===== src/core/fe_cfg_map.svh =====
// Purpose: Register indices, byte addresses, field positions and reset values
// Assumes: Byte address is four times the register index
// Notes:   Definitions only
`ifndef FE_CFG_MAP_SVH
`define FE_CFG_MAP_SVH

`define IDX_TERM        8'h34
`define IDX_PWR         8'h35
`define IDX_PATH        8'h36
`define IDX_GAIN        8'h39
`define IDX_FILT        8'h3B
`define IDX_STAT        8'h3F
`define BYTE_ADDR(i)    ({2'h0, (i), 2'h0})

`define TERM_RES_LSB    0
`define TERM_PRESET_LSB 6
`define TERM_PRESET_EN  8
`define TERM_CHGAIN_EN  15
`define PWR_AMP_PDN     12
`define PATH_CW_SEL     8
`define FILT_HPF_LSB    2
`define FILT_ATT_LSB    4
`define FILT_ATT_EN     7
`define FILT_SUM_PWR    8
`define FILT_TEST_ROUTE 9

`define WMASK_TERM      16'h81FF
`define WMASK_PWR       16'h1000
`define WMASK_PATH      16'h0100
`define WMASK_GAIN      16'hFFFF
`define WMASK_FILT      16'h03FC

`define RST_TERM        16'h0000
`define RST_PWR         16'h0000
`define RST_PATH        16'h0000
`define RST_GAIN        16'h0000
`define RST_FILT        16'h0000

`define GAIN_18DB       2'h0
`define GAIN_24DB       2'h1
`define GAIN_12DB       2'h2
`define GAIN_RSVD       2'h3

`endif


===== src/core/fe_cfg_pkg.sv =====
// Purpose: Types shared by the front-end configuration bank
// Assumes: Nothing beyond the map header
// Notes:   Types only
package fe_cfg_pkg;

    typedef logic [1:0] gain_code_t;
    typedef logic [4:0] term_set_t;

    typedef enum logic [2:0] {
        SEL_NONE, SEL_TERM, SEL_PWR, SEL_PATH, SEL_GAIN, SEL_FILT, SEL_STAT
    } reg_sel_t;

    typedef enum logic [0:0] {
        PH_IDLE, PH_RESP
    } apb_phase_t;

    typedef struct packed {
        gain_code_t [7:0] gain;
        term_set_t  [7:0] term;
    } chan_cfg_t;

    typedef struct packed {
        logic [1:0] hpfCorner;
        logic       attenEnable;
        logic [2:0] attenSteps;
        logic       summerRun;
        logic       testRoute;
        logic       pathCw;
        logic       ampPowerDown;
    } path_cfg_t;

endpackage


===== src/core/term_decoder.sv =====
// Purpose: Resolves one channel's termination resistor set
// Assumes: Gain code already filtered of the reserved value
// Notes:   Pure combinational; the caller registers the result
`include "fe_cfg_map.svh"

module term_decoder
    import fe_cfg_pkg::*;
(
    input  wire gain_code_t gainCode,
    input  wire term_set_t  manualSet,
    input  wire logic       presetEn,
    input  wire logic [1:0] presetSel,
    output      term_set_t  termSet
);

    // Presets aim at nominal 50/100/200/400 ohm, nearest set per gain
    function automatic term_set_t presetLookup(gain_code_t g, logic [1:0] p);
        term_set_t s;
        s = 5'h00;
        case (g)
            `GAIN_24DB: begin
                case (p)
                    2'h0:    s = 5'h01;
                    2'h1:    s = 5'h02;
                    2'h2:    s = 5'h04;
                    default: s = 5'h08;
                endcase
            end
            `GAIN_12DB: begin
                case (p)
                    2'h0:    s = 5'h1F;
                    2'h1:    s = 5'h03;
                    2'h2:    s = 5'h06;
                    default: s = 5'h0C;
                endcase
            end
            default: begin
                case (p)
                    2'h0:    s = 5'h07;
                    2'h1:    s = 5'h0E;
                    2'h2:    s = 5'h02;
                    default: s = 5'h04;
                endcase
            end
        endcase
        return s;
    endfunction

    always_comb begin
        if (presetEn) begin
            termSet = presetLookup(gainCode, presetSel);
        end else begin
            termSet = manualSet;
        end
    end

endmodule


===== src/core/frontend_gain_term_config.sv =====
// Purpose: APB register bank for preamp gain, filter, attenuator and termination
// Assumes: APB master holds the request until pready; one clock domain
// Notes:   Outputs lag a committed write by one clock
//
// Behaviour
// - Per-channel two-bit preamp gain codes stored
// - Channel gains apply only with enable bit
// - Two bits select preamp high-pass corner
// - Attenuation steps count only when enabled
// - One bit enables digital attenuator
// - Summer power bit honoured only in test with CW path off
// - Test bit routes amplifier onto doppler outputs
// - Five independent termination resistor enables
// - Bits map to 450..4500 ohm resistors
// - All-zero termination leaves input high impedance
// - Termination identical on both operating paths
// - Preset field picks resistor set by gain
// - Mode select does not power down amplifiers
`include "fe_cfg_map.svh"

module frontend_gain_term_config
    import fe_cfg_pkg::*;
(
    input  wire logic        clk_sys,
    input  wire logic        sys_rst,
    input  wire logic        psel,
    input  wire logic        penable,
    input  wire logic        pwrite,
    input  wire logic [11:0] paddr,
    input  wire logic [31:0] pwdata,
    input  wire logic [3:0]  pstrb,
    output      logic        pready,
    output      logic [31:0] prdata,
    output      logic        pslverr,
    output      chan_cfg_t   chanCfg,
    output      path_cfg_t   pathCfg
);

    function automatic reg_sel_t decodeAddr(logic [11:0] a);
        reg_sel_t s;
        s = SEL_NONE;
        case (a)
            `BYTE_ADDR(`IDX_TERM): s = SEL_TERM;
            `BYTE_ADDR(`IDX_PWR):  s = SEL_PWR;
            `BYTE_ADDR(`IDX_PATH): s = SEL_PATH;
            `BYTE_ADDR(`IDX_GAIN): s = SEL_GAIN;
            `BYTE_ADDR(`IDX_FILT): s = SEL_FILT;
            `BYTE_ADDR(`IDX_STAT): s = SEL_STAT;
            default:               s = SEL_NONE;
        endcase
        return s;
    endfunction

    // Only the two low byte lanes carry register bits
    function automatic logic [15:0] mergeWrite(logic [15:0] old, logic [31:0] wd,
                                               logic [3:0] st, logic [15:0] msk);
        logic [15:0] m;
        m = msk & {{8{st[1]}}, {8{st[0]}}};
        return (old & ~m) | (wd[15:0] & m);
    endfunction

    apb_phase_t  phase_r,   phase_nxt;
    logic        pready_r,  pready_nxt;
    logic [31:0] prdata_r,  prdata_nxt;
    logic        pslverr_r, pslverr_nxt;
    logic [15:0] termReg_r, termReg_nxt;
    logic [15:0] pwrReg_r,  pwrReg_nxt;
    logic [15:0] pathReg_r, pathReg_nxt;
    logic [15:0] gainReg_r, gainReg_nxt;
    logic [15:0] filtReg_r, filtReg_nxt;
    chan_cfg_t   chanCfg_r, chanCfg_nxt;
    path_cfg_t   pathCfg_r, pathCfg_nxt;
    gain_code_t  [7:0] effGain;
    term_set_t   [7:0] termDec;
    logic        [7:0] rsvdSeen;
    logic [15:0] statusWord;
    reg_sel_t    sel;
    logic        accessCyc;
    logic        commitWr;

    assign sel       = decodeAddr(paddr);
    assign accessCyc = psel && penable;
    assign commitWr  = accessCyc && pready_r && pwrite && !pslverr_r;

    // APB slave: one wait state, answer registered so pready comes from a flop
    always_comb begin
        phase_nxt   = phase_r;
        pready_nxt  = 1'b0;
        prdata_nxt  = prdata_r;
        pslverr_nxt = 1'b0;
        case (phase_r)
            PH_IDLE: begin
                if (accessCyc) begin
                    phase_nxt   = PH_RESP;
                    pready_nxt  = 1'b1;
                    pslverr_nxt = (sel == SEL_NONE);
                    case (sel)
                        SEL_TERM: prdata_nxt = {16'h0000, termReg_r};
                        SEL_PWR:  prdata_nxt = {16'h0000, pwrReg_r};
                        SEL_PATH: prdata_nxt = {16'h0000, pathReg_r};
                        SEL_GAIN: prdata_nxt = {16'h0000, gainReg_r};
                        SEL_FILT: prdata_nxt = {16'h0000, filtReg_r};
                        SEL_STAT: prdata_nxt = {16'h0000, statusWord};
                        default:  prdata_nxt = 32'h0000_0000;
                    endcase
                end
            end
            PH_RESP: begin
                phase_nxt = PH_IDLE;
            end
            default: begin
                phase_nxt = PH_IDLE;
            end
        endcase
    end

    always_ff @(posedge clk_sys) begin
        if (sys_rst) begin
            phase_r   <= PH_IDLE;
            pready_r  <= 1'b0;
            prdata_r  <= 32'h0000_0000;
            pslverr_r <= 1'b0;
        end else begin
            phase_r   <= phase_nxt;
            pready_r  <= pready_nxt;
            prdata_r  <= prdata_nxt;
            pslverr_r <= pslverr_nxt;
        end
    end

    // Register storage; writes land only at the completing edge
    always_comb begin
        termReg_nxt = termReg_r;
        pwrReg_nxt  = pwrReg_r;
        pathReg_nxt = pathReg_r;
        gainReg_nxt = gainReg_r;
        filtReg_nxt = filtReg_r;
        if (commitWr) begin
            case (sel)
                SEL_TERM: termReg_nxt = mergeWrite(termReg_r, pwdata, pstrb, `WMASK_TERM);
                SEL_PWR:  pwrReg_nxt  = mergeWrite(pwrReg_r,  pwdata, pstrb, `WMASK_PWR);
                SEL_PATH: pathReg_nxt = mergeWrite(pathReg_r, pwdata, pstrb, `WMASK_PATH);
                SEL_GAIN: gainReg_nxt = mergeWrite(gainReg_r, pwdata, pstrb, `WMASK_GAIN);
                SEL_FILT: filtReg_nxt = mergeWrite(filtReg_r, pwdata, pstrb, `WMASK_FILT);
                default:  termReg_nxt = termReg_r;
            endcase
        end
    end

    always_ff @(posedge clk_sys) begin
        if (sys_rst) begin
            termReg_r <= `RST_TERM;
            pwrReg_r  <= `RST_PWR;
            pathReg_r <= `RST_PATH;
            gainReg_r <= `RST_GAIN;
            filtReg_r <= `RST_FILT;
        end else begin
            termReg_r <= termReg_nxt;
            pwrReg_r  <= pwrReg_nxt;
            pathReg_r <= pathReg_nxt;
            gainReg_r <= gainReg_nxt;
            filtReg_r <= filtReg_nxt;
        end
    end

    // Reserved code falls back to 18 dB so the analog side never sees it
    genvar ch;
    generate
        for (ch = 0; ch < 8; ch++) begin : g_chan
            assign rsvdSeen[ch] = (gainReg_r[2*ch +: 2] == `GAIN_RSVD);
            assign effGain[ch]  = (termReg_r[`TERM_CHGAIN_EN] && !rsvdSeen[ch]) ?
                                  gainReg_r[2*ch +: 2] : `GAIN_18DB;
            // Path select is not an input here, so both paths share one set
            term_decoder u_term (
                .gainCode  (effGain[ch]),
                .manualSet (termReg_r[`TERM_RES_LSB +: 5]),
                .presetEn  (termReg_r[`TERM_PRESET_EN]),
                .presetSel (termReg_r[`TERM_PRESET_LSB +: 2]),
                .termSet   (termDec[ch])
            );
        end
    endgenerate

    assign statusWord = {6'h00, pathCfg_r.pathCw, termReg_r[`TERM_PRESET_EN], rsvdSeen};

    always_comb begin
        chanCfg_nxt.gain = effGain;
        chanCfg_nxt.term = termDec;
        pathCfg_nxt.hpfCorner   = filtReg_r[`FILT_HPF_LSB +: 2];
        pathCfg_nxt.attenEnable = filtReg_r[`FILT_ATT_EN];
        pathCfg_nxt.attenSteps  = filtReg_r[`FILT_ATT_EN] ?
                                  filtReg_r[`FILT_ATT_LSB +: 3] : 3'h0;
        pathCfg_nxt.testRoute   = filtReg_r[`FILT_TEST_ROUTE];
        pathCfg_nxt.pathCw      = pathReg_r[`PATH_CW_SEL];
        // Summer stays running unless the time-gain test route, with CW path off, asks otherwise
        pathCfg_nxt.summerRun   = (filtReg_r[`FILT_TEST_ROUTE] && !pathReg_r[`PATH_CW_SEL]) ?
                                  filtReg_r[`FILT_SUM_PWR] : 1'b1;
        pathCfg_nxt.ampPowerDown = pwrReg_r[`PWR_AMP_PDN];
    end

    always_ff @(posedge clk_sys) begin
        if (sys_rst) begin
            chanCfg_r <= '0;
            pathCfg_r <= '{hpfCorner: 2'h0, attenEnable: 1'b0, attenSteps: 3'h0,
                           summerRun: 1'b1, testRoute: 1'b0, pathCw: 1'b0,
                           ampPowerDown: 1'b0};
        end else begin
            chanCfg_r <= chanCfg_nxt;
            pathCfg_r <= pathCfg_nxt;
        end
    end

    assign pready  = pready_r;
    assign prdata  = prdata_r;
    assign pslverr = pslverr_r;
    assign chanCfg = chanCfg_r;
    assign pathCfg = pathCfg_r;
endmodule


===== config.mk =====
export PLATFORM = sky130hd
export DESIGN_NAME = frontend_gain_term_config
export DESIGN_NICKNAME = d
export VERILOG_FILES = /design/src/core/fe_cfg_pkg.sv /design/src/core/term_decoder.sv /design/src/core/frontend_gain_term_config.sv
export VERILOG_INCLUDE_DIRS = /design/src /design/src/core
export SDC_FILE = /design/constraint.sdc
export NUM_CORES = 1
export LEC_CHECK = 0
export BUFFER_PORTS_ARGS = -buffer_cell sky130_fd_sc_hd__buf_4
export CORE_MARGIN = 3
export CORE_UTILIZATION = 35
export CTS_CLUSTER_SIZE = 24
export DETAILED_ROUTE_END_ITERATION = 10
export GPL_TIMING_DRIVEN = 0
export PLACE_DENSITY = 0.57
export SYNTH_ARGS = -nofsm -noshare
export SYNTH_HDL_FRONTEND = slang
export SYNTH_SLANG_ARGS = --single-unit

===== constraint.sdc =====
create_clock -name clk_sys -period 2.6 [get_ports clk_sys]
set_input_delay 0.52 -clock clk_sys [delete_from_list [all_inputs] [get_ports clk_sys]]
set_output_delay 0.52 -clock clk_sys [all_outputs]
set_load 0.01 [all_outputs]

==> impl_results.md <==
- Status: completed
- Worst-path clk slew: roughly 0.050 ns
- CTS Buffer Depth: 2
- Post-CTS sizing: 0
- Pre-antenna DRT Iters: 5
- Port Buffers: 117
- Final min period: 2.37 ns
- Largest net degree at the start of global routing: 17
- Initial antenna violation count: 0
- CP endpoint: chanCfg[10]
- Clk sink count: 120
- Worst Tran Pin Value: 0.703 ns
- Power per cell area: 604 nW/µm²
- H-Tree Depth: 4
- Hold_sp: pwdata[10]
- Setup TNS Final: 0 ns
- R2R depth: 8
- Number of global-route vias before repair: 4948
- Nets@finish: 836
- Final Hold Fails: 0
- Relative slew slack: between 50% and 60%
- Iter 0 DRT Violations: 548
- Leakage: 3.18 nW
- Core region area: between 15000 and 20000 µm²
- Post-CTS setup buffer count: 0
- Rows: 45
- Yosys reg bits: 120
- Cts hold-fix bufs: 0
- Final wirelength: 16700 µm
- N_diodes: 0
- Syn Area/Cell: about 9.2 µm²
- Worst Skew: ~0.0073 ns
- # DRC: 0
- Die Y: 132 µm
- Sequential fraction of the synthesis area: 42.9%
- Max IR drop VDD: 0.000542 V
- Setup CP Type: flop to flop
- Cell area after synthesis: 5600 µm²
- Clock Tree Root: clkbuf_16
- Wire per inst: 17.0 µm
- Clock Latency Late Sink: 0.42 ns
- Startpoint types: flop
- First-pass GRT wire length: 26400 µm
- Slowest CP cell: ha_1
- CTS buffer count: 17
- Final setup violation count: 0
- Critical Path AT: 2.64 ns
- Critical Path Max Stage Delay: 0.40 ns
- DRT antenna net count: 0
- Critical-path cell list: clkbuf_1 -> clkbuf_2 -> nand2_1 -> or2_2 -> ha_1 -> o21a_1 -> o221ai_1 -> a21oi_1
- Die Area: 17600 µm²
- Syn-to-layout area delta: 32.6%
- Flop2flop setup slack: 0.23 ns
- Starting Density: 36.3%
- Layout cell share with drive strength beyond 1: 24.4%
- Crit end category: flop
- Crit-path max FO: 10
- R2R Path End: chanCfg[10]
- CTS tree: yes
- Slew Viols, Final: 0
- Die width: 132 µm
- CP required: between 2 and 3 ns
- Setup WS pre-CTS: 0.112 ns
- Yosys warns: 0
- Max-Cap Viols: 0
- IO Count: ~150
- RSZ-0062 raised after global routing: false
- Netlist cell types: between 40 and 50
- Gp weighted congestion: 0.879
- DR vias/cell: 4.91
- Syn Inst Count: 610
- Post-route clock period utilization: 91.3%
- Total track usage: 19.1%
- Grt total ovfl: 0
- PnR worst setup slack: 0.225 ns
- Total vias in the final route: ~4800
- Detail Placement HPWL: roughly 13000 µm
- Fmax: 421 MHz
- Worst hold path class: input port to flop
## synthesized netlist by cell type, drive strengths merged
| cell type | count | share of area, % |
|---|---|---|
| nand3 | 31 | 2.8 |
| ha | 22 | 4.9 |
| conb | 1 | 0.067 |
| nor2 | 21 | 1.4 |
| and2 | 6 | 0.67 |
| a31oi | 8 | 0.89 |
| dfxtp | 120 | 43 |
| a221oi | 7 | 1.1 |
| nand3b | 17 | 2.3 |
| o21a | 9 | 1.2 |
| or3 | 4 | 0.45 |
| or4 | 1 | 0.13 |
| a21oi | 43 | 3.8 |
| and3 | 3 | 0.34 |
| a311oi | 1 | 0.16 |
| a221o | 16 | 2.9 |
| nand2 | 36 | 2.5 |
| a22oi | 1 | 0.13 |
| mux2i | 36 | 6.4 |
| and4b | 2 | 0.36 |
| nor2b | 15 | 1.7 |
| or2 | 10 | 1.1 |
| inv | 24 | 1.6 |
| o2bb2ai | 9 | 1.4 |
| nor4b | 1 | 0.42 |
| nor3 | 2 | 0.18 |
| and4bb | 2 | 0.45 |
| nand4 | 1 | 0.11 |
| o31ai | 2 | 0.27 |
| o221ai | 8 | 1.3 |
| a32oi | 1 | 0.16 |
| a2bb2oi | 1 | 0.16 |
| buf | 34 | 3.7 |
| nand2b | 70 | 7.8 |
| nor4 | 3 | 0.87 |
| nor3b | 1 | 0.13 |
| o21ai | 12 | 1.1 |
| clkbuf | 26 | 1.7 |
| a22o | 3 | 0.47 |
## worst min path at each step
stage | to | slack [ns] | depth (start not counted)
floorplan | pathCfg[3] | 0.42 | 1
global placement | prdata[10] | 0.45 | 2
detailed placement | prdata[6] | 0.45 | 1
CTS | flop | 0.35 | 3
global route | flop | 0.38 | 3
finish | flop | 0.37 | 3
## cells in the final DEF (no fill, tap or decap), drive strengths merged, types with 16 or more instances in the layout
| cell type | synthesis | layout |
|---|---|---|
| buf | 34 | 151 |
| dfxtp | 120 | 120 |
| nand2b | 70 | 70 |
| clkbuf | 26 | 50 |
| a21oi | 43 | 43 |
| mux2i | 36 | 36 |
| nand2 | 36 | 36 |
| nand3 | 31 | 31 |
| inv | 24 | 24 |
| ha | 22 | 22 |
| nor2 | 21 | 21 |
| nand3b | 17 | 17 |
| a221o | 16 | 16 |
| conb | 1 | 16 |
## cells by family after synthesis
group / synth area share [%]
AND/OR/NAND/NOR: 23.6
other: 0.0670
AO/OA/AOI/OAI: 15.0
adder cells (fa/ha/maj): 4.92
flip-flops: 42.9
buffers and inverters: 7.08
multiplexers: 6.43
## layer usage
| layer | GRT usage (%) | wire [µm] |
|---|---|---|
| met5 | 0 | 0 |
| met4 | 7.62 | 372 |
| met3 | 4.26 | 863 |
| met2 | 31.7 | 8000 |
| met1 | 24.3 | 7510 |
## metrics by stage
step / util [%] / std cells / hold WS, ns / area (µm²) / power (W)
final: 48.1 / 985 / 0.368 / 7430 / 0.00449
after global routing: 48.1 / 985 / 0.376 / 7430 / 0.00462
after CTS: 48.1 / 985 / 0.352 / 7430 / 0.00452
after detailed placement: 44.1 / 953 / 0.454 / 6800 / 0.00207
after global placement: 44.1 / 953 / 0.451 / 6800 / 0.00206
after floorplan: - / 625 / 0.422 / 5660 / 0.00199
## final cells by class
type                       count  area (µm²)
buffer                        60         308
clock buffer                  24         512
clock inverter                 8         115
fill                        1526        8000
inverter                      24        90.1
multi-input combinational    421        2860
sequential                   120        2400
tap                          211         264
timing repair buffer         117         878
## worst max-delay path, delay by kind of cell, from the launching register on
| kind | cells | cell delay (ns) |
|---|---|---|
| buffers and inverters | 2 | 0.65 |
| AOI/OAI and AO/OA | 3 | 0.50 |
| adders and majority gates | 1 | 0.40 |
| and+or+nand+nor | 2 | 0.37 |
| DFF | 1 | 0.30 |
## report_power, final
part	switching [W]	leakage [nW]	total (W)	internal, W
combinational	0.000103	1.90	0.000187	0.0000833
sequential	0.000000719	0.966	0.00184	0.00184
clock	0.000811	0.316	0.00246	0.00165
total	0.000915	3.18	0.00449	0.00357
(Power assumes the default switching activity.)
